$ cat src/include/mgmt_port_pkg.sv
// Constants and types shared by the management serial port design
package mgmt_port_pkg;

  // ****************************************************************
  // Timing
  // ****************************************************************
  localparam int MCLK_PERIOD_PS = 5000;
  // Management clock half period, 10 Mb/s serial rate
  localparam int MGMT_HALF_NS   = 50;
  // Longest time, so rounded down; never below one cycle
  localparam int MGMT_HALF_CYC_RAW = (MGMT_HALF_NS * 1000) / MCLK_PERIOD_PS;
  localparam int MGMT_HALF_CYC  = (MGMT_HALF_CYC_RAW < 1) ? 1
                                                          : MGMT_HALF_CYC_RAW;

  // ****************************************************************
  // Defaults for sizes not fixed by the device
  // ****************************************************************
  localparam int STATUS_BITS_DEF   = 16;
  localparam int COMPRESS_BITS_DEF = 512;
  localparam int BIT_CNT_W         = 16;

  // ****************************************************************
  // Idle levels
  // ****************************************************************
  localparam logic CLK_IDLE_LVL = 1'h1;
  localparam logic DAT_IDLE_LVL = 1'h0;

  // ****************************************************************
  // Port sequencer states
  // ****************************************************************
  typedef enum logic [2:0] {
    ST_IDLE   = 3'h1,
    ST_DATA   = 3'h2,
    ST_STATUS = 3'h4
  } seq_state_type;

endpackage

$ cat src/verilog/hub_mgmt_serial_port.sv
// Management serial output port: packet plus status stream
`timescale 1ns/1ps

// Overview of operation
// - The management clock toggles only while a frame is being sent.
// - While the lines are driven, serial data changes only together with a falling clock edge.
// - Serial data carries the NRZ packet then status, idle otherwise.
// - Carrier sense is driven high around the stream, else released.
// - The bus drive enable is high whenever the three lines are driven.
// - A low compress request while the packet is sent (ST_DATA) truncates the packet.
// - Received Manchester data is mirrored on a test monitor output.
// - A status field is appended after the end of the packet.
// - All timing comes from the one reference clock input.
// - A low reset and mode load input holds the port reset and idle.
module hub_mgmt_serial_port #(
  parameter int STATUS_BITS   = mgmt_port_pkg::STATUS_BITS_DEF,
  parameter int COMPRESS_BITS = mgmt_port_pkg::COMPRESS_BITS_DEF,
  parameter int HALF_CYC      = mgmt_port_pkg::MGMT_HALF_CYC
) (
  input  wire logic                   MCLK_I,
  input  wire logic                   SYS_RST_I,
  input  wire logic                   RESET_AND_MODE_LOAD_N_I,
  input  wire logic                   RX_ACTIVE_I,
  input  wire logic                   RX_NRZ_VALID_I,
  input  wire logic                   RX_NRZ_DATA_I,
  input  wire logic                   RX_MANCHESTER_I,
  input  wire logic [STATUS_BITS-1:0] STATUS_I,
  input  wire logic                   PACKET_COMPRESS_REQ_N_I,
  input  wire logic                   MGMT_CARRIER_SENSE_I,
  output logic                        MGMT_CARRIER_SENSE_O,
  output logic                        MGMT_CARRIER_SENSE_OE_N_O,
  output logic                        MGMT_RX_CLOCK_O,
  output logic                        MGMT_RX_CLOCK_OE_N_O,
  output logic                        MGMT_RX_SERIAL_DATA_O,
  output logic                        MGMT_RX_SERIAL_DATA_OE_N_O,
  output logic                        MGMT_BUS_DRIVE_ENABLE_O,
  output logic                        MANCHESTER_RX_MONITOR_O
);

  localparam int HCW = (HALF_CYC > 1) ? $clog2(HALF_CYC) : 1;
  localparam int SCW = $clog2(STATUS_BITS + 1);
  localparam logic [HCW-1:0] HALF_LAST = HCW'(HALF_CYC - 1);
  localparam logic [SCW-1:0] STS_LAST  = SCW'(STATUS_BITS);
  localparam logic [mgmt_port_pkg::BIT_CNT_W-1:0] CMP_LIMIT =
    mgmt_port_pkg::BIT_CNT_W'(COMPRESS_BITS);

  mgmt_port_pkg::seq_state_type state_reg;
  logic                   rst;
  logic [HCW-1:0]         half_cnt_reg;
  logic                   clk_reg;
  logic                   sdata_reg;
  logic                   pend_vld_reg;
  logic                   pend_bit_reg;
  logic [STATUS_BITS-1:0] sts_shift_reg;
  logic [SCW-1:0]         sts_cnt_reg;
  logic [mgmt_port_pkg::BIT_CNT_W-1:0] data_cnt_reg;
  logic                   compress_reg;
  logic                   mon_reg;
  logic                   active;
  logic                   half_done;
  logic                   fall_ok;
  logic                   start;
  logic                   drop;
  logic                   to_status;

  // ****************************************************************
  // Reset and sequencing terms
  // ****************************************************************
  // Either reset source idles the port, with no clock needed beyond MCLK
  assign rst       = SYS_RST_I || !RESET_AND_MODE_LOAD_N_I;
  assign active    = (state_reg != mgmt_port_pkg::ST_IDLE);
  assign half_done = (half_cnt_reg == HALF_LAST);
  // A falling edge is only due after a full high half period
  assign fall_ok   = active && half_done && clk_reg;
  assign start     = (state_reg == mgmt_port_pkg::ST_IDLE) && pend_vld_reg;
  assign to_status = (state_reg == mgmt_port_pkg::ST_DATA) && fall_ok &&
                     !pend_vld_reg && !RX_ACTIVE_I;
  assign drop      = compress_reg && (data_cnt_reg >= CMP_LIMIT);

  // ****************************************************************
  // Sequencer
  // ****************************************************************
  always_ff @(posedge MCLK_I) begin
    if (rst) begin
      state_reg <= mgmt_port_pkg::ST_IDLE;
    end else begin
      case (state_reg)
        mgmt_port_pkg::ST_IDLE: begin
          if (start) begin
            state_reg <= mgmt_port_pkg::ST_DATA;
          end
        end
        mgmt_port_pkg::ST_DATA: begin
          if (to_status) begin
            state_reg <= mgmt_port_pkg::ST_STATUS;
          end
        end
        mgmt_port_pkg::ST_STATUS: begin
          if (fall_ok && sts_cnt_reg == STS_LAST) begin
            state_reg <= mgmt_port_pkg::ST_IDLE;
          end
        end
        default: begin
          state_reg <= mgmt_port_pkg::ST_IDLE;
        end
      endcase
    end
  end

  // ****************************************************************
  // Serial clock divider
  // ****************************************************************
  // With no bit waiting, the clock is parked high rather than padded
  always_ff @(posedge MCLK_I) begin
    if (rst || !active || start) begin
      half_cnt_reg <= '0;
    end else if (!half_done) begin
      half_cnt_reg <= half_cnt_reg + HCW'(1);
    end else if (!clk_reg || fall_ok &&
                 (state_reg != mgmt_port_pkg::ST_DATA ||
                  pend_vld_reg || !RX_ACTIVE_I)) begin
      half_cnt_reg <= '0;
    end
  end

  always_ff @(posedge MCLK_I) begin
    if (rst) begin
      clk_reg <= mgmt_port_pkg::CLK_IDLE_LVL;
    end else if (start) begin
      clk_reg <= 1'h0;
    end else if (active && half_done && !clk_reg) begin
      clk_reg <= 1'h1;
    end else if (fall_ok && state_reg == mgmt_port_pkg::ST_DATA &&
                 (pend_vld_reg || !RX_ACTIVE_I)) begin
      clk_reg <= 1'h0;
    end else if (fall_ok && state_reg == mgmt_port_pkg::ST_STATUS &&
                 sts_cnt_reg != STS_LAST) begin
      clk_reg <= 1'h0;
    end
  end

  // ****************************************************************
  // Data path: one bit of hold, then packet bits, then status
  // ****************************************************************
  always_ff @(posedge MCLK_I) begin
    if (rst) begin
      pend_vld_reg <= 1'h0;
      pend_bit_reg <= 1'h0;
    end else if (RX_ACTIVE_I && RX_NRZ_VALID_I && !drop) begin
      // New bit wins over consumption of the old one
      pend_vld_reg <= 1'h1;
      pend_bit_reg <= RX_NRZ_DATA_I;
    end else if (start || fall_ok &&
                 state_reg == mgmt_port_pkg::ST_DATA) begin
      pend_vld_reg <= 1'h0;
    end
  end

  always_ff @(posedge MCLK_I) begin
    if (rst) begin
      sdata_reg <= mgmt_port_pkg::DAT_IDLE_LVL;
    end else if (start || fall_ok && pend_vld_reg &&
                 state_reg == mgmt_port_pkg::ST_DATA) begin
      sdata_reg <= pend_bit_reg;
    end else if (to_status) begin
      sdata_reg <= STATUS_I[0];
    end else if (fall_ok && state_reg == mgmt_port_pkg::ST_STATUS &&
                 sts_cnt_reg != STS_LAST) begin
      sdata_reg <= sts_shift_reg[0];
    end else if (!active) begin
      sdata_reg <= mgmt_port_pkg::DAT_IDLE_LVL;
    end
  end

  // Status is captured once, as the packet closes, and sent LSB first
  always_ff @(posedge MCLK_I) begin
    if (rst) begin
      sts_shift_reg <= '0;
      sts_cnt_reg   <= '0;
    end else if (to_status) begin
      sts_shift_reg <= STATUS_I >> 1;
      sts_cnt_reg   <= SCW'(1);
    end else if (fall_ok && state_reg == mgmt_port_pkg::ST_STATUS &&
                 sts_cnt_reg != STS_LAST) begin
      sts_shift_reg <= sts_shift_reg >> 1;
      sts_cnt_reg   <= sts_cnt_reg + SCW'(1);
    end
  end

  // ****************************************************************
  // Packet compression
  // ****************************************************************
  // Compression only truncates the data; the status field still follows
  // Count clears once receive has ended outside ST_DATA, so a frame that opens right after
  // the previous status field does not inherit its bit count
  always_ff @(posedge MCLK_I) begin
    if (rst || state_reg != mgmt_port_pkg::ST_DATA && !RX_ACTIVE_I) begin
      data_cnt_reg <= '0;
    end else if (RX_ACTIVE_I && RX_NRZ_VALID_I && !drop) begin
      data_cnt_reg <= data_cnt_reg + mgmt_port_pkg::BIT_CNT_W'(1);
    end
  end

  always_ff @(posedge MCLK_I) begin
    if (rst) begin
      compress_reg <= 1'h0;
    end else if (state_reg == mgmt_port_pkg::ST_DATA &&
                 !PACKET_COMPRESS_REQ_N_I) begin
      compress_reg <= 1'h1;
    end else if (state_reg == mgmt_port_pkg::ST_IDLE) begin
      compress_reg <= 1'h0;
    end
  end

  // ****************************************************************
  // Test monitor and pin drive
  // ****************************************************************
  always_ff @(posedge MCLK_I) begin
    if (rst) begin
      mon_reg <= 1'h0;
    end else begin
      mon_reg <= RX_ACTIVE_I && RX_MANCHESTER_I;
    end
  end

  assign MANCHESTER_RX_MONITOR_O    = mon_reg;
  assign MGMT_RX_CLOCK_O            = clk_reg;
  assign MGMT_RX_SERIAL_DATA_O      = sdata_reg;
  assign MGMT_CARRIER_SENSE_O       = active;
  // Lines released while idle so other hubs may share the bus
  assign MGMT_CARRIER_SENSE_OE_N_O  = !active;
  assign MGMT_RX_CLOCK_OE_N_O       = !active;
  assign MGMT_RX_SERIAL_DATA_OE_N_O = !active;
  assign MGMT_BUS_DRIVE_ENABLE_O    = active;
endmodule

$ cat config.mk
export PLATFORM = sky130hd
export DESIGN_NAME = hub_mgmt_serial_port
export DESIGN_NICKNAME = d
export VERILOG_FILES = /design/src/include/mgmt_port_pkg.sv /design/src/verilog/hub_mgmt_serial_port.sv
export SDC_FILE = /design/constraint.sdc
export NUM_CORES = 1
export LEC_CHECK = 0
export BUFFER_PORTS_ARGS = -buffer_cell sky130_fd_sc_hd__buf_2
export CAP_MARGIN = 20
export CORE_ASPECT_RATIO = 2
export CORE_MARGIN = 2
export CORE_UTILIZATION = 45
export CTS_CLUSTER_DIAMETER = 80
export DETAILED_ROUTE_END_ITERATION = 7
export HOLD_SLACK_MARGIN = 0.02
export PLACE_DENSITY = 0.73
export SKIP_CTS_REPAIR_TIMING = 1
export SLEW_MARGIN = 20
export SYNTH_ARGS = -nofsm -noshare
export SYNTH_HDL_FRONTEND = slang
export SYNTH_SLANG_ARGS = --single-unit
$ cat constraint.sdc
create_clock -name MCLK_I -period 2.7 [get_ports MCLK_I]
set_input_delay 0.27 -clock MCLK_I [delete_from_list [all_inputs] [get_ports MCLK_I]]
set_output_delay 0.27 -clock MCLK_I [all_outputs]
set_load 0.02 [all_outputs]
**Word level (Yosys, flattened, before mapping)**

Index checks and enable logic that the tools add are counted.

- Register bits: 49
- Logic and storage cells: 94

- Add/sub/neg operators: 3
- $lt $le $gt $ge: 1
- Equal/unequal tests: 13
- Mux-type cells: 22
- Reductions and logical operators: 43

Operators with widths:

| cell | number |
|---|---|
| $mux 15 | 2 |
| $logic_and 1x1->1 | 20 |
| $add 16x1->16 const B | 1 |
| $ge 16x10->1 const B | 1 |
| $mux 1 | 14 |
| $logic_or 1x1->1 | 10 |
| $mux 3 | 3 |
| $pmux 3 s3 | 1 |
| $mux 4 | 2 |
| $logic_not 1->1 | 7 |
| $ne 2x2->1 const B | 3 |
| $reduce_bool 2->1 | 3 |
| $add 5x1->5 const B | 1 |
| $eq 5x5->1 const B | 1 |
| $ne 5x5->1 const B | 1 |
| $add 4x1->4 const B | 1 |
| $eq 4x4->1 const B | 1 |
| $ne 4x1->1 const B | 1 |
| $reduce_bool 4->1 | 1 |
| $eq 3x1->1 const B | 1 |
| $eq 3x2->1 const B | 1 |
| $eq 3x3->1 const B | 1 |
| $ne 3x1->1 const B | 1 |
| $ne 3x2->1 const B | 1 |
| other kinds (3) | 3 |

**Longest topological paths before layout**

Gate-level depths: netlist (run 1).

- Depth in word-level cells: 9
- Depth in mapped cells: 8

**Worst setup path before layout (run 1)**

Ideal clock, no wire load.

- Path type: reg-to-reg
- From: register data_cnt_reg[12] (netlist name)
- To: register data_cnt_reg[11] (netlist name)
- Library setup time: 70 ps
- Arrival time: 1945 ps
- Data required time: 2630 ps
- Path slack: 685 ps
- Cell stages (with the launch flop): 6
- Buffers on the path: 1
- Path through: dfxtp_1 or4_1 o41a_1 buf_2 or4_1 a21oi_1

- Longest elaborated chain between the ends: 4

Ends and longest elaborated chain:

| item | line | RTL |
|---|---|---|
| start: declaration | hub_mgmt_serial_port.sv:56 | `logic [mgmt_port_pkg::BIT_CNT_W-1:0] data_cnt_reg;` |
| start signal: assignment | hub_mgmt_serial_port.sv:200 | `data_cnt_reg <= data_cnt_reg + mgmt_port_pkg::BIT_CNT_W'(1);` |
| $ge 16x10->1 | hub_mgmt_serial_port.sv:78 | `assign drop = compress_reg && (data_cnt_reg >= CMP_LIMIT);` |
| $logic_and 1x1->1 | hub_mgmt_serial_port.sv:78 |  |
| $logic_not 1->1 | hub_mgmt_serial_port.sv:199 | `end else if (RX_ACTIVE_I && RX_NRZ_VALID_I && !drop) begin` |
| $logic_and 1x1->1 | hub_mgmt_serial_port.sv:199 |  |

No other way between the ends.
A chain may end at the register's enable or synchronous reset.

**Worst setup path after layout (run 1)**

- From: register data_cnt_reg[12] (netlist name)
- To: register data_cnt_reg[7] (netlist name)

Same word-level chain as after synthesis.

==> results of run 1 <==
==> cell families after synthesis <==
family	Yosys count	share of synthesized area
AOI/OAI and AO/OA	98	0.245
DFF	49	0.405
muxes	3	0.0124
and+or+nand+nor	102	0.247
xor gates and xnor gates	2	0.00723
buffers and inverters	37	0.0630
adders and majority gates	4	0.0207
==> per-stage QoR <==
| stage | power [mW] | util | hold WS [ns] | std cells | setup WS (ns) |
|---|---|---|---|---|---|
| 6_report | 1.21 | 0.514 | 0.201 | 371 | 0.397 |
| 2_1_floorplan | 0.770 | - | 0.406 | 295 | 0.685 |
| 5_1_grt | 1.25 | 0.514 | 0.199 | 371 | 0.335 |
| 3_5_place_dp | 0.798 | 0.497 | 0.462 | 363 | 0.415 |
| 3_3_place_gp | 0.797 | 0.497 | 0.457 | 363 | 0.458 |
| 4_1_cts | 1.23 | 0.514 | 0.193 | 371 | 0.386 |
==> critical path, cell delays in order (launching register included) <==
cell	delay [ns]
dfxtp_1	0.34
or4_1	0.56
o41a_1	0.42
buf_4	0.25
or4_1	0.52
a21oi_1	0.14
==> per-layer routing <==
metal / vias to the layer above / wire (um)
li1: 1139 / -
met3: 7 / 173
met2: 39 / 3120
met5: - / 0
met4: 0 / 115
met1: 1103 / 2220
==> how the worst max path moves through the flow <==
stage / start / endpoint / slack (ns)
after global routing: data_cnt_reg[12]$_SDFFE_PP0P_ / data_cnt_reg[8]$_SDFFE_PP0P_ / 0.34
after CTS: data_cnt_reg[12]$_SDFFE_PP0P_ / data_cnt_reg[7]$_SDFFE_PP0P_ / 0.39
after floorplan: data_cnt_reg[12]$_SDFFE_PP0P_ / data_cnt_reg[11]$_SDFFE_PP0P_ / 0.68
after detailed placement: data_cnt_reg[12]$_SDFFE_PP0P_ / data_cnt_reg[6]$_SDFFE_PP0P_ / 0.42
after global placement: data_cnt_reg[12]$_SDFFE_PP0P_ / data_cnt_reg[8]$_SDFFE_PP0P_ / 0.46
final: data_cnt_reg[12]$_SDFFE_PP0P_ / data_cnt_reg[7]$_SDFFE_PP0P_ / 0.40
==> cell usage in the layout (no fill, tap or decap), types with 3 or more instances in the layout <==
cell and n:
nand3_1 23, and2_1 3, or3_1 4, nor2_1 6
ha_1 4, buf_2 31, a31oi_1 4, o21ai_0 13
clkbuf_8 5, nand4_1 10, or4_1 13, inv_1 11
and4_1 4, a22oi_1 14, nor3b_1 4, a21oi_1 43
buf_4 5, mux2i_1 3, dfxtp_1 49, nand2_1 19
o31ai_1 14
==> final cells by class <==
class / instances / area, sq um / share of cell area
tap: 58 / 72.6 / 0.0272
timing repair buffer: 36 / 193 / 0.0722
inverter: 11 / 41.3 / 0.0155
clock inverter: 3 / 17.5 / 0.00657
multi-input combinational: 209 / 1290 / 0.485
sequential: 49 / 981 / 0.368
clock buffer: 5 / 68.8 / 0.0258
==> power by group through the flow <==
stage          clock, mW  sequential, mW  combinational (mW)
6_report           0.434           0.727              0.0539
5_1_grt            0.467           0.728              0.0593
4_1_cts            0.445           0.727              0.0541
3_5_place_dp           0           0.744              0.0537
3_3_place_gp           0           0.744              0.0532
2_1_floorplan          0           0.743              0.0275
==> out/qor.log, run 1 <==
INFO  route          routed_wire_length_per_instance=15.2um
INFO  setup_path     register_to_register_setup_slack=0.40ns
INFO  setup_path     r2r_cells=5
INFO  synthesis      synth_nets=324
INFO  setup_path     worst-endpoint-arrival=2.53ns
INFO  synthesis      ys.warnings.count=0
INFO  clock_network  cts_buffer_count=5
INFO  placed_design  buffer_ports.inserted=31
INFO  route          routed_wirelength=5.63mm
INFO  synthesis      ys_top_cells_by_count=dfxtp_1, a21oi_1, nand3_1, clkbuf_1, nand2_1
INFO  synthesis      synth_area_leader_cell=dfxtp_1
INFO  pwr            p_leak=0.834nW
INFO  grt            grt_max_degree=25
INFO  hold_path      min_path_type=primary input to flip-flop
INFO  pwr            p_comb_frac=0.044
INFO  floorplan      rows=37
INFO  cells_and_area final_layout_size_suffix_gt1_frac=0.153
INFO  timing         count_of_pins_over_their_slew_limit=0
INFO  pwr            power.share.clock=0.357
INFO  clock_network  clock_latency=0.30ns
INFO  cells_and_area fin_area=0.00267sqmm
INFO  synthesis      syn_area_per_cell=8.22squm
INFO  clock_network  tritoncts=built
INFO  route          detail_route.iter0.violations=73
INFO  cells_and_area n_antenna_cell=0
INFO  grt            via_count_of_the_first_global_routing_pass=2,126
INFO  setup_path     timing.setup.critical_path_class=flip-flop to flip-flop
INFO  timing         setup_repair_after_global_routing_missed_its_margin=no
INFO  clock_network  clk_path_buf_depth=2
INFO  synthesis      synth_top_cell_area_share=0.405
INFO  hold_path      hold_start=RX_MANCHESTER_I
INFO  timing         timing.final.crit_share=0.853
INFO  status         result_of_the_run=finished, final reports clean
INFO  timing         clock-skew-final=0.00721ns
INFO  pwr            switching_share=0.239
INFO  cells_and_area area_growth_syn_to_layout=10.1%
INFO  pwr            max-vdd-ir-drop=411uV
INFO  pwr            power_frac_seq=0.598
INFO  route          postRouteAntennaNets=0
INFO  synthesis      share_of_async_settable_or_async_resettable_flops_after_synthesis=0
INFO  synthesis      number_of_enable_type_register_cells_in_the_synthesized_netlist=0
INFO  timing         relSlewSlack=0.427
INFO  floorplan      chipWidth=55.9um
INFO  synthesis      ys_top_cells_by_area=dfxtp_1, a21oi_1, nand3_1
INFO  route          detail_route.vias_per_cell=6.17
INFO  timing         hold_violations=0
INFO  floorplan      floorplan.initialDensity=0.467
INFO  grt            met2_track_demand_over_resource_in_global_routing=0.373
INFO  pwr            powerDensity=455mW/mm^2
INFO  job            max-cap-violations=0
INFO  setup_path     worstSetupStartpointType=flip-flop
INFO  placed_design  hpwl=4.03mm
INFO  timing         finalSetupViolations=0
INFO  grt            busiest_layer=met2
INFO  grt            grt.met1_usage=0.202
INFO  floorplan      io_pins=33
INFO  setup_path     cp.required=2.93ns
INFO  route          drc_markers=0
INFO  synthesis      netlist_area=0.00242sqmm
INFO  floorplan      floorplan.die.height=108um
INFO  clock_network  number_of_h_tree_levels=2
INFO  synthesis      syn_inst=295
INFO  clock_network  clk_pin_slew_worst_paths=0.09ns
INFO  cells_and_area num-fill-cells=536
INFO  cells_and_area largest_reg_flops=16
INFO  synthesis      synth.ff_latch_count=49
INFO  route          detailroute.via_count=2,288
INFO  timing         tightest_slew=0.859ns
INFO  hold_path      hold_depth=2
INFO  placed_design  globalplace.congestion=0.804
INFO  grt            grt_antenna_before_repair=0
INFO  placed_design  placed_area=0.00258sqmm
INFO  hold_path      hold-path-endpoint=MANCHESTER_RX_MONITOR_O$_SDFF_PP0_
INFO  floorplan      placeableCoreArea=0.00518sqmm
INFO  grt            grt_overflow=0
INFO  setup_path     cp_max_fo=24
INFO  grt            grt_use_met3=0.0300
INFO  setup_path     r2r-end=data_cnt_reg[7]$_SDFFE_PP0P_
INFO  synthesis      seq_area_frac_synth=0.405
INFO  route          dr.pass1.iters=4
INFO  synthesis      synth.most_common_cell=dfxtp_1
INFO  cells_and_area finalNetCount=341
INFO  synthesis      synthDistinctLibCells=41
INFO  pwr            p_switching=0.290mW
INFO  pwr            internal-power=0.925mW
INFO  timing         layout_min_cycle_time=2.30ns
INFO  clock_network  clk_root_buffer_cell=clkbuf_8
INFO  grt            gr-usage-all-layers=0.194
INFO  setup_path     reg2reg_from=data_cnt_reg[12]$_SDFFE_PP0P_
INFO  synthesis      synth_ff_type=dfxtp_1
INFO  timing         final.setup.tns=0ns
INFO  floorplan      floorplan.die_area=0.00602sqmm
INFO  grt            first_pass_grt_wire_length=9.40mm
INFO  clock_network  clock-sinks=49
INFO  timing         peak_clock_frequency_supported_by_timing=0.434GHz
INFO  setup_path     worstSetupEndpointType=flip-flop
Note: power is estimated with default switching activity, not from simulation.
==> inputs of run 2 (changes only) <==
--- a/config.mk
+++ b/config.mk
@@ -13,7 +13,7 @@
 export CTS_CLUSTER_DIAMETER = 80
 export DETAILED_ROUTE_END_ITERATION = 7
 export HOLD_SLACK_MARGIN = 0.02
-export PLACE_DENSITY = 0.73
+export PLACE_DENSITY = 0.75
 export SKIP_CTS_REPAIR_TIMING = 1
 export SLEW_MARGIN = 20
 export SYNTH_ARGS = -nofsm -noshare
==> constraint.sdc (replaced) <==
create_clock -name MCLK_I -period 2.11 [get_ports MCLK_I]
set_input_delay 0.211 -clock MCLK_I [delete_from_list [all_inputs] [get_ports MCLK_I]]
set_output_delay 0.211 -clock MCLK_I [all_outputs]
set_load 0.02 [all_outputs]
==> out/qor.log, run 2 (same netlist as run 1, synthesis figures left out) <==
INFO  status         result_of_the_run=complete, but fails checks
INFO  status         violations=setup timing
INFO  cells_and_area final_core_util=0.540 [+0.0251]
INFO  clock_network  number_of_h_tree_levels=2 [unchanged]
INFO  floorplan      rows=37 [unchanged]
INFO  clock_network  cts_buffer_count=5 [unchanged]
INFO  pwr            p_comb_frac=0.044 [about the same]
INFO  timing         timing.final.crit_share=1.02 [+0.170]
INFO  setup_path     cp.required=2.34ns [-0.59 ns]
INFO  cells_and_area layout_common_cells=dfxtp_1, a21oi_1, buf_2, nand3_1, nand2_1
INFO  pwr            p_leak=0.904nW [+8.4%]
INFO  clock_network  tritoncts=built
INFO  route          dr.pass1.iters=4 [unchanged]
INFO  grt            grt_max_degree=27 [+8.0%]
INFO  placed_design  placed_area=0.00266sqmm [+3.1%]
INFO  placed_design  hpwl=4.18mm [+3.6%]
INFO  route          routed_wirelength=5.76mm [+2.3%]
INFO  pwr            power_frac_seq=0.588 [-0.010]
INFO  clock_network  clk_root_buffer_cell=clkbuf_8
INFO  floorplan      io_pins=33 [unchanged]
INFO  route          detail_route.vias_per_cell=6.05 [-1.9%]
INFO  pwr            powerDensity=565mW/mm^2 [+24%]
INFO  floorplan      placeableCoreArea=0.00518sqmm [unchanged]
INFO  placed_design  globalplace.congestion=0.756 [-6.0%]
INFO  grt            grt.met1_usage=0.211 [+0.00883]
INFO  timing         setup_repair_after_global_routing_missed_its_margin=yes
INFO  timing         finalSetupViolations=11 [+11]
INFO  setup_path     worstSetupStartpointType=flip-flop
INFO  grt            met2_track_demand_over_resource_in_global_routing=0.379 [+0.00595]
INFO  setup_path     cp_max_fo=13 [-46%]
INFO  cells_and_area final_common_cell=dfxtp_1
INFO  cells_and_area n_antenna_cell=0 [unchanged]
INFO  pwr            p_switching=0.360mW [+24%]
INFO  timing         peak_clock_frequency_supported_by_timing=0.464GHz [+6.7%]
INFO  grt            first_pass_grt_wire_length=9.65mm [+2.6%]
INFO  cells_and_area final_layout_size_suffix_gt1_frac=0.188 [+0.0349]
INFO  clock_network  clk_pin_slew_worst_paths=0.09ns [about the same]
INFO  cells_and_area register_area=981squm [unchanged]
INFO  grt            grt_use_met3=0.0313 [+0.00120]
INFO  pwr            internal-power=1.22mW [+32%]
INFO  hold_path      min_path_type=primary input to flip-flop
INFO  floorplan      chipWidth=55.9um [unchanged]
INFO  floorplan      floorplan.die_area=0.00602sqmm [unchanged]
INFO  grt            busiest_layer=met2
INFO  timing         final.hold.worst_slack=0.144ns [-0.0570 ns]
INFO  cells_and_area largest_reg_flops=16 [unchanged]
INFO  setup_path     worst-endpoint-arrival=2.39ns [-0.14 ns]
INFO  timing         clock-skew-final=0.00752ns [+0.000313 ns]
INFO  route          detail_route.iter0.violations=66 [-9.6%]
INFO  pwr            design_power_total=1.58mW [+30%]
INFO  pwr            switching_share=0.228 [-0.0111]
INFO  route          postRouteAntennaNets=0 [unchanged]
INFO  cells_and_area num-fill-cells=513 [-4.3%]
INFO  clock_network  clock-sinks=49 [unchanged]
INFO  placed_design  buffer_ports.inserted=31 [unchanged]
INFO  pwr            power.share.clock=0.367 [+0.010]
INFO  timing         count_of_pins_over_their_slew_limit=0 [unchanged]
INFO  job            max-cap-violations=0 [unchanged]
INFO  route          drc_markers=0 [unchanged]
INFO  setup_path     timing.setup.critical_path_class=flip-flop to flip-flop
INFO  clock_network  clk_path_buf_depth=2 [unchanged]
INFO  floorplan      floorplan.initialDensity=0.467 [unchanged]
INFO  grt            grt_antenna_before_repair=0 [unchanged]
INFO  setup_path     worstSetupEndpointType=flip-flop
INFO  cells_and_area area_growth_syn_to_layout=15.4%
INFO  timing         relSlewSlack=0.524 [+0.0963]
INFO  timing         tightest_slew=0.715ns [-0.145 ns]
INFO  grt            gr-usage-all-layers=0.198 [+0.00491]
INFO  pwr            max-vdd-ir-drop=555uV [+35%]
INFO  clock_network  clock_latency=0.30ns [about the same]
INFO  floorplan      floorplan.die.height=108um [unchanged]
INFO  cells_and_area fin_area=0.00280sqmm [+4.9%]
INFO  route          detailroute.via_count=2,312 [+1.0%]
INFO  timing         layout_setup_ws=-0.0474ns [-0.445 ns]
INFO  grt            grt_overflow=0 [unchanged]
INFO  route          routed_wire_length_per_instance=15.1um [-0.60%]
INFO  cells_and_area multiInputGateArea=0.00130sqmm [+0.58%]
INFO  grt            via_count_of_the_first_global_routing_pass=2,165 [+1.8%]
INFO  timing         hold_violations=0 [unchanged]
INFO  timing         layout_min_cycle_time=2.16ns [-0.145 ns]
INFO  cells_and_area finalNetCount=352 [+3.2%]
run 2: cell count changes in the layout (fill, tap and decap cells not counted), sizes merged:
cell	delta
clkbuf	+2
buf	+10
clkinvlp	-1
run 2: critical path: stages, from the launching register on:
cell	delay, ns
dfxtp_1	0.32
or4_4	0.54
o41a_1	0.40
buf_12	0.17
or4_1	0.53
a21oi_2	0.15
run 2: per-layer routing:
metal	wire (um)	vias to the layer above
met4	110	0
met3	231	9
met2	3190	54
met1	2230	1091
met5	0	-
li1	-	1158
run 2: final timing paths:
kind	slack (ns)	to	cells past startpoint	startpoint
setup / recovery	-0.05	data_cnt_reg[13]$_SDFFE_PP0P_	5	data_cnt_reg[12]$_SDFFE_PP0P_
hold / removal	0.14	MANCHESTER_RX_MONITOR_O$_SDFF_PP0_	2	RX_MANCHESTER_I
setup reg to reg	-0.05	data_cnt_reg[13]$_SDFFE_PP0P_	5	data_cnt_reg[12]$_SDFFE_PP0P_
hold reg to reg	0.48	sts_shift_reg[11]$_SDFFE_PP0P_	2	sts_shift_reg[11]$_SDFFE_PP0P_
run 2: layout make-up:
cell class	count	share of cell area
multi-input combinational	209	0.465
sequential	49	0.351
timing repair buffer	47	0.109
clock buffer	6	0.0295
tap	58	0.0259
inverter	11	0.0148
clock inverter	2	0.00492
run 2: power by group through the flow:
stage | sequential (mW) | clock, mW | combinational [mW]
final | 0.930 | 0.581 | 0.0701
after global routing | 0.931 | 0.634 | 0.0779
after CTS | 0.930 | 0.595 | 0.0690
after detailed placement | 0.952 | 0 | 0.0686
after global placement | 0.952 | 0 | 0.0678
after floorplan | 0.951 | 0 | 0.0352
run 2: stage by stage:
| step | setup slack [ns] | TNS, ns | std cells |
|---|---|---|---|
| 2_1_floorplan | 0.0948 | 0 | 295 |
| 3_3_place_gp | 0.0130 | 0 | 372 |
| 3_5_place_dp | -0.0340 | -0.177 | 372 |
| 4_1_cts | -0.0580 | -0.459 | 380 |
| 5_1_grt | -0.124 | -1.06 | 382 |
| 6_report | -0.0474 | -0.169 | 382 |
==> inputs of run 3 (changes only) <==
--- a/config.mk
+++ b/config.mk
@@ -9,11 +9,11 @@
 export CAP_MARGIN = 20
 export CORE_ASPECT_RATIO = 2
 export CORE_MARGIN = 2
-export CORE_UTILIZATION = 45
+export CORE_UTILIZATION = 51
 export CTS_CLUSTER_DIAMETER = 80
 export DETAILED_ROUTE_END_ITERATION = 7
 export HOLD_SLACK_MARGIN = 0.02
-export PLACE_DENSITY = 0.75
+export PLACE_DENSITY = 0.83
 export SKIP_CTS_REPAIR_TIMING = 1
 export SLEW_MARGIN = 20
 export SYNTH_ARGS = -nofsm -noshare
==> out/qor.log, run 3 (same netlist as run 1, synthesis figures left out) <==
INFO  status         result_of_the_run=complete, but fails checks
INFO  status         violations=setup timing
INFO  setup_path     worst-endpoint-arrival=2.38ns [about the same]
INFO  timing         relSlewSlack=0.587 [+0.0634]
INFO  cells_and_area layout.cells.non_filler=375 [-1.8%]
INFO  timing         setup_repair_after_global_routing_missed_its_margin=yes
INFO  timing         count_of_pins_over_their_slew_limit=0 [unchanged]
INFO  placed_design  hpwl=4.12mm [-1.5%]
INFO  timing         timing.final.crit_share=1.01 [-0.00965]
INFO  timing         tightest_slew=0.618ns [-0.0963 ns]
INFO  setup_path     register_to_register_setup_slack=-0.03ns [+0.02 ns]
INFO  route          dr.pass1.iters=4 [unchanged]
INFO  setup_path     cp.required=2.35ns [about the same]
INFO  timing         layout_min_cycle_time=2.14ns [-0.0204 ns]
INFO  placed_design  globalplace.congestion=0.772 [+2.2%]
INFO  cells_and_area n_antenna_cell=0 [unchanged]
INFO  setup_path     worstSetupEndpointType=flip-flop
INFO  grt            grt_max_degree=27 [unchanged]
INFO  clock_network  clock-sinks=49 [unchanged]
INFO  timing         finalSetupViolations=12 [+1]
INFO  timing         final.hold.worst_slack=0.157ns [+0.0130 ns]
INFO  floorplan      floorplan.die_area=0.00535sqmm [-11%]
INFO  clock_network  clk_root_buffer_cell=clkbuf_8
INFO  timing         hold_violations=0 [unchanged]
INFO  clock_network  number_of_h_tree_levels=2 [unchanged]
INFO  cells_and_area layout_common_cells=dfxtp_1, a21oi_1, buf_2, nand3_1, nand2_1
INFO  clock_network  clk_pin_slew_worst_paths=0.09ns [about the same]
INFO  grt            busiest_layer=met2
INFO  pwr            max-vdd-ir-drop=486uV [-13%]
INFO  setup_path     worstSetupStartpointType=flip-flop
INFO  hold_path      hold_start=RX_MANCHESTER_I
INFO  grt            grt_antenna_before_repair=0 [unchanged]
INFO  pwr            p_leak=0.887nW [-2.0%]
INFO  route          detail_route.iter0.violations=131 [+98%]
INFO  grt            gr-usage-all-layers=0.223 [+0.0250]
INFO  route          routed_wire_length_per_instance=15.2um [+1.0%]
INFO  grt            met2_track_demand_over_resource_in_global_routing=0.426 [+0.0467]
INFO  floorplan      chipWidth=52.7um [-5.6%]
INFO  route          detailroute.via_count=2,344 [+1.4%]
INFO  pwr            p_switching=0.340mW [-5.4%]
INFO  clock_network  clk_path_buf_depth=2 [unchanged]
INFO  timing         layout_setup_ws=-0.0270ns [+0.0204 ns]
INFO  route          detail_route.vias_per_cell=6.25 [+3.3%]
INFO  cells_and_area area_growth_syn_to_layout=14.4%
INFO  floorplan      io_pins=33 [unchanged]
INFO  cells_and_area largest_reg_flops=16 [unchanged]
INFO  grt            grt_use_met3=0.0487 [+0.0174]
INFO  setup_path     reg2reg_from=data_cnt_reg[13]$_SDFFE_PP0P_
INFO  cells_and_area final_common_cell=dfxtp_1
INFO  pwr            p_comb_frac=0.046 [+0.002]
INFO  clock_network  clock_latency=0.30ns [about the same]
INFO  job            max-cap-violations=0 [unchanged]
INFO  timing         peak_clock_frequency_supported_by_timing=0.468GHz [+0.95%]
INFO  timing         clock-skew-final=0.00838ns [+0.000860 ns]
INFO  clock_network  cts_buffer_count=5 [unchanged]
INFO  pwr            internal-power=1.17mW [-3.9%]
INFO  placed_design  buffer_ports.inserted=31 [unchanged]
INFO  hold_path      min_path_type=primary input to flip-flop
INFO  floorplan      rows=35 [-5.4%]
INFO  grt            first_pass_grt_wire_length=9.21mm [-4.6%]
INFO  placed_design  numPlacedInstances=367 [-1.3%]
INFO  grt            grt_overflow=0 [unchanged]
INFO  floorplan      floorplan.initialDensity=0.527 [+0.0597]
INFO  route          routed_wirelength=5.71mm [-0.82%]
INFO  pwr            switching_share=0.225 [-0.00271]
INFO  clock_network  tritoncts=built
INFO  setup_path     path_cells=or4_4 > o41a_1 > buf_12 > or4_1 > a21oi_1
INFO  setup_path     crit_path_top_delay_cell=or4_4
INFO  grt            via_count_of_the_first_global_routing_pass=2,097 [-3.1%]
INFO  grt            grt.met1_usage=0.235 [+0.0238]
INFO  setup_path     critical_path.max_stage_delay=0.51ns [-0.03 ns]
INFO  setup_path     cp_max_fo=13 [unchanged]
INFO  pwr            powerDensity=546mW/mm^2 [-3.4%]
INFO  cells_and_area final_layout_size_suffix_gt1_frac=0.191 [+0.00235]
INFO  route          drc_markers=0 [unchanged]
INFO  pwr            power.share.clock=0.339 [-0.028]
INFO  route          postRouteAntennaNets=0 [unchanged]
INFO  cells_and_area finalNetCount=350 [-0.57%]
INFO  pwr            power_frac_seq=0.615 [+0.027]
INFO  setup_path     setup.worst_path.start=data_cnt_reg[13]$_SDFFE_PP0P_
INFO  floorplan      placeableCoreArea=0.00460sqmm [-11%]
INFO  setup_path     timing.setup.critical_path_class=flip-flop to flip-flop
INFO  floorplan      floorplan.die.height=101um [-5.8%]
## run 3: cell type report
class / count / area [sq um]
fill: 413 / 1830
multi-input combinational: 209 / 1320
sequential: 49 / 982
timing repair buffer: 45 / 290
clock buffer: 5 / 68.8
tap: 55 / 68.8
inverter: 11 / 41.3
clock inverter: 1 / 5.00
## run 3: per-stage QoR
step	power, mW	worst slack, ns	TNS [ns]	area (sq um)	util
after floorplan	0.986	0.0948	0	2420	-
after global placement	1.02	0.00382	0	2640	0.574
after detailed placement	1.02	-0.0388	-0.232	2640	0.574
after CTS	1.52	-0.0561	-0.502	2710	0.590
after global routing	1.57	-0.0965	-0.912	2770	0.603
final	1.51	-0.0270	-0.193	2770	0.603
## run 3: final timing paths
path / to / cells after the start
setup reg to reg: data_cnt_reg[4]$_SDFFE_PP0P_ / 5
setup / recovery: data_cnt_reg[4]$_SDFFE_PP0P_ / 5
hold / removal: MANCHESTER_RX_MONITOR_O$_SDFF_PP0_ / 2
hold reg to reg: sts_shift_reg[8]$_SDFFE_PP0P_ / 2
## run 3: worst max-delay path: cells and delay by family, from the launching register on
kind / cells / cell delay (ns)
AND/OR/NAND/NOR: 2 / 1.02
flip-flops: 1 / 0.34
AO/OA/AOI/OAI: 2 / 0.54
buffers and inverters: 1 / 0.18
## run 3: metal layers
metal | vias to the layer above | wire length, um
met5 | - | 0
met4 | 0 | 89
met3 | 11 | 276
met2 | 68 | 3200
met1 | 1111 | 2140
li1 | 1154 | -
## run 3: power groups by stage
stage	Clock, mW	Combinational [mW]	Sequential [mW]
2_1_floorplan	0	0.0352	0.951
3_3_place_gp	0	0.0677	0.952
3_5_place_dp	0	0.0692	0.952
4_1_cts	0.520	0.0693	0.930
5_1_grt	0.563	0.0765	0.931
6_report	0.513	0.0699	0.930
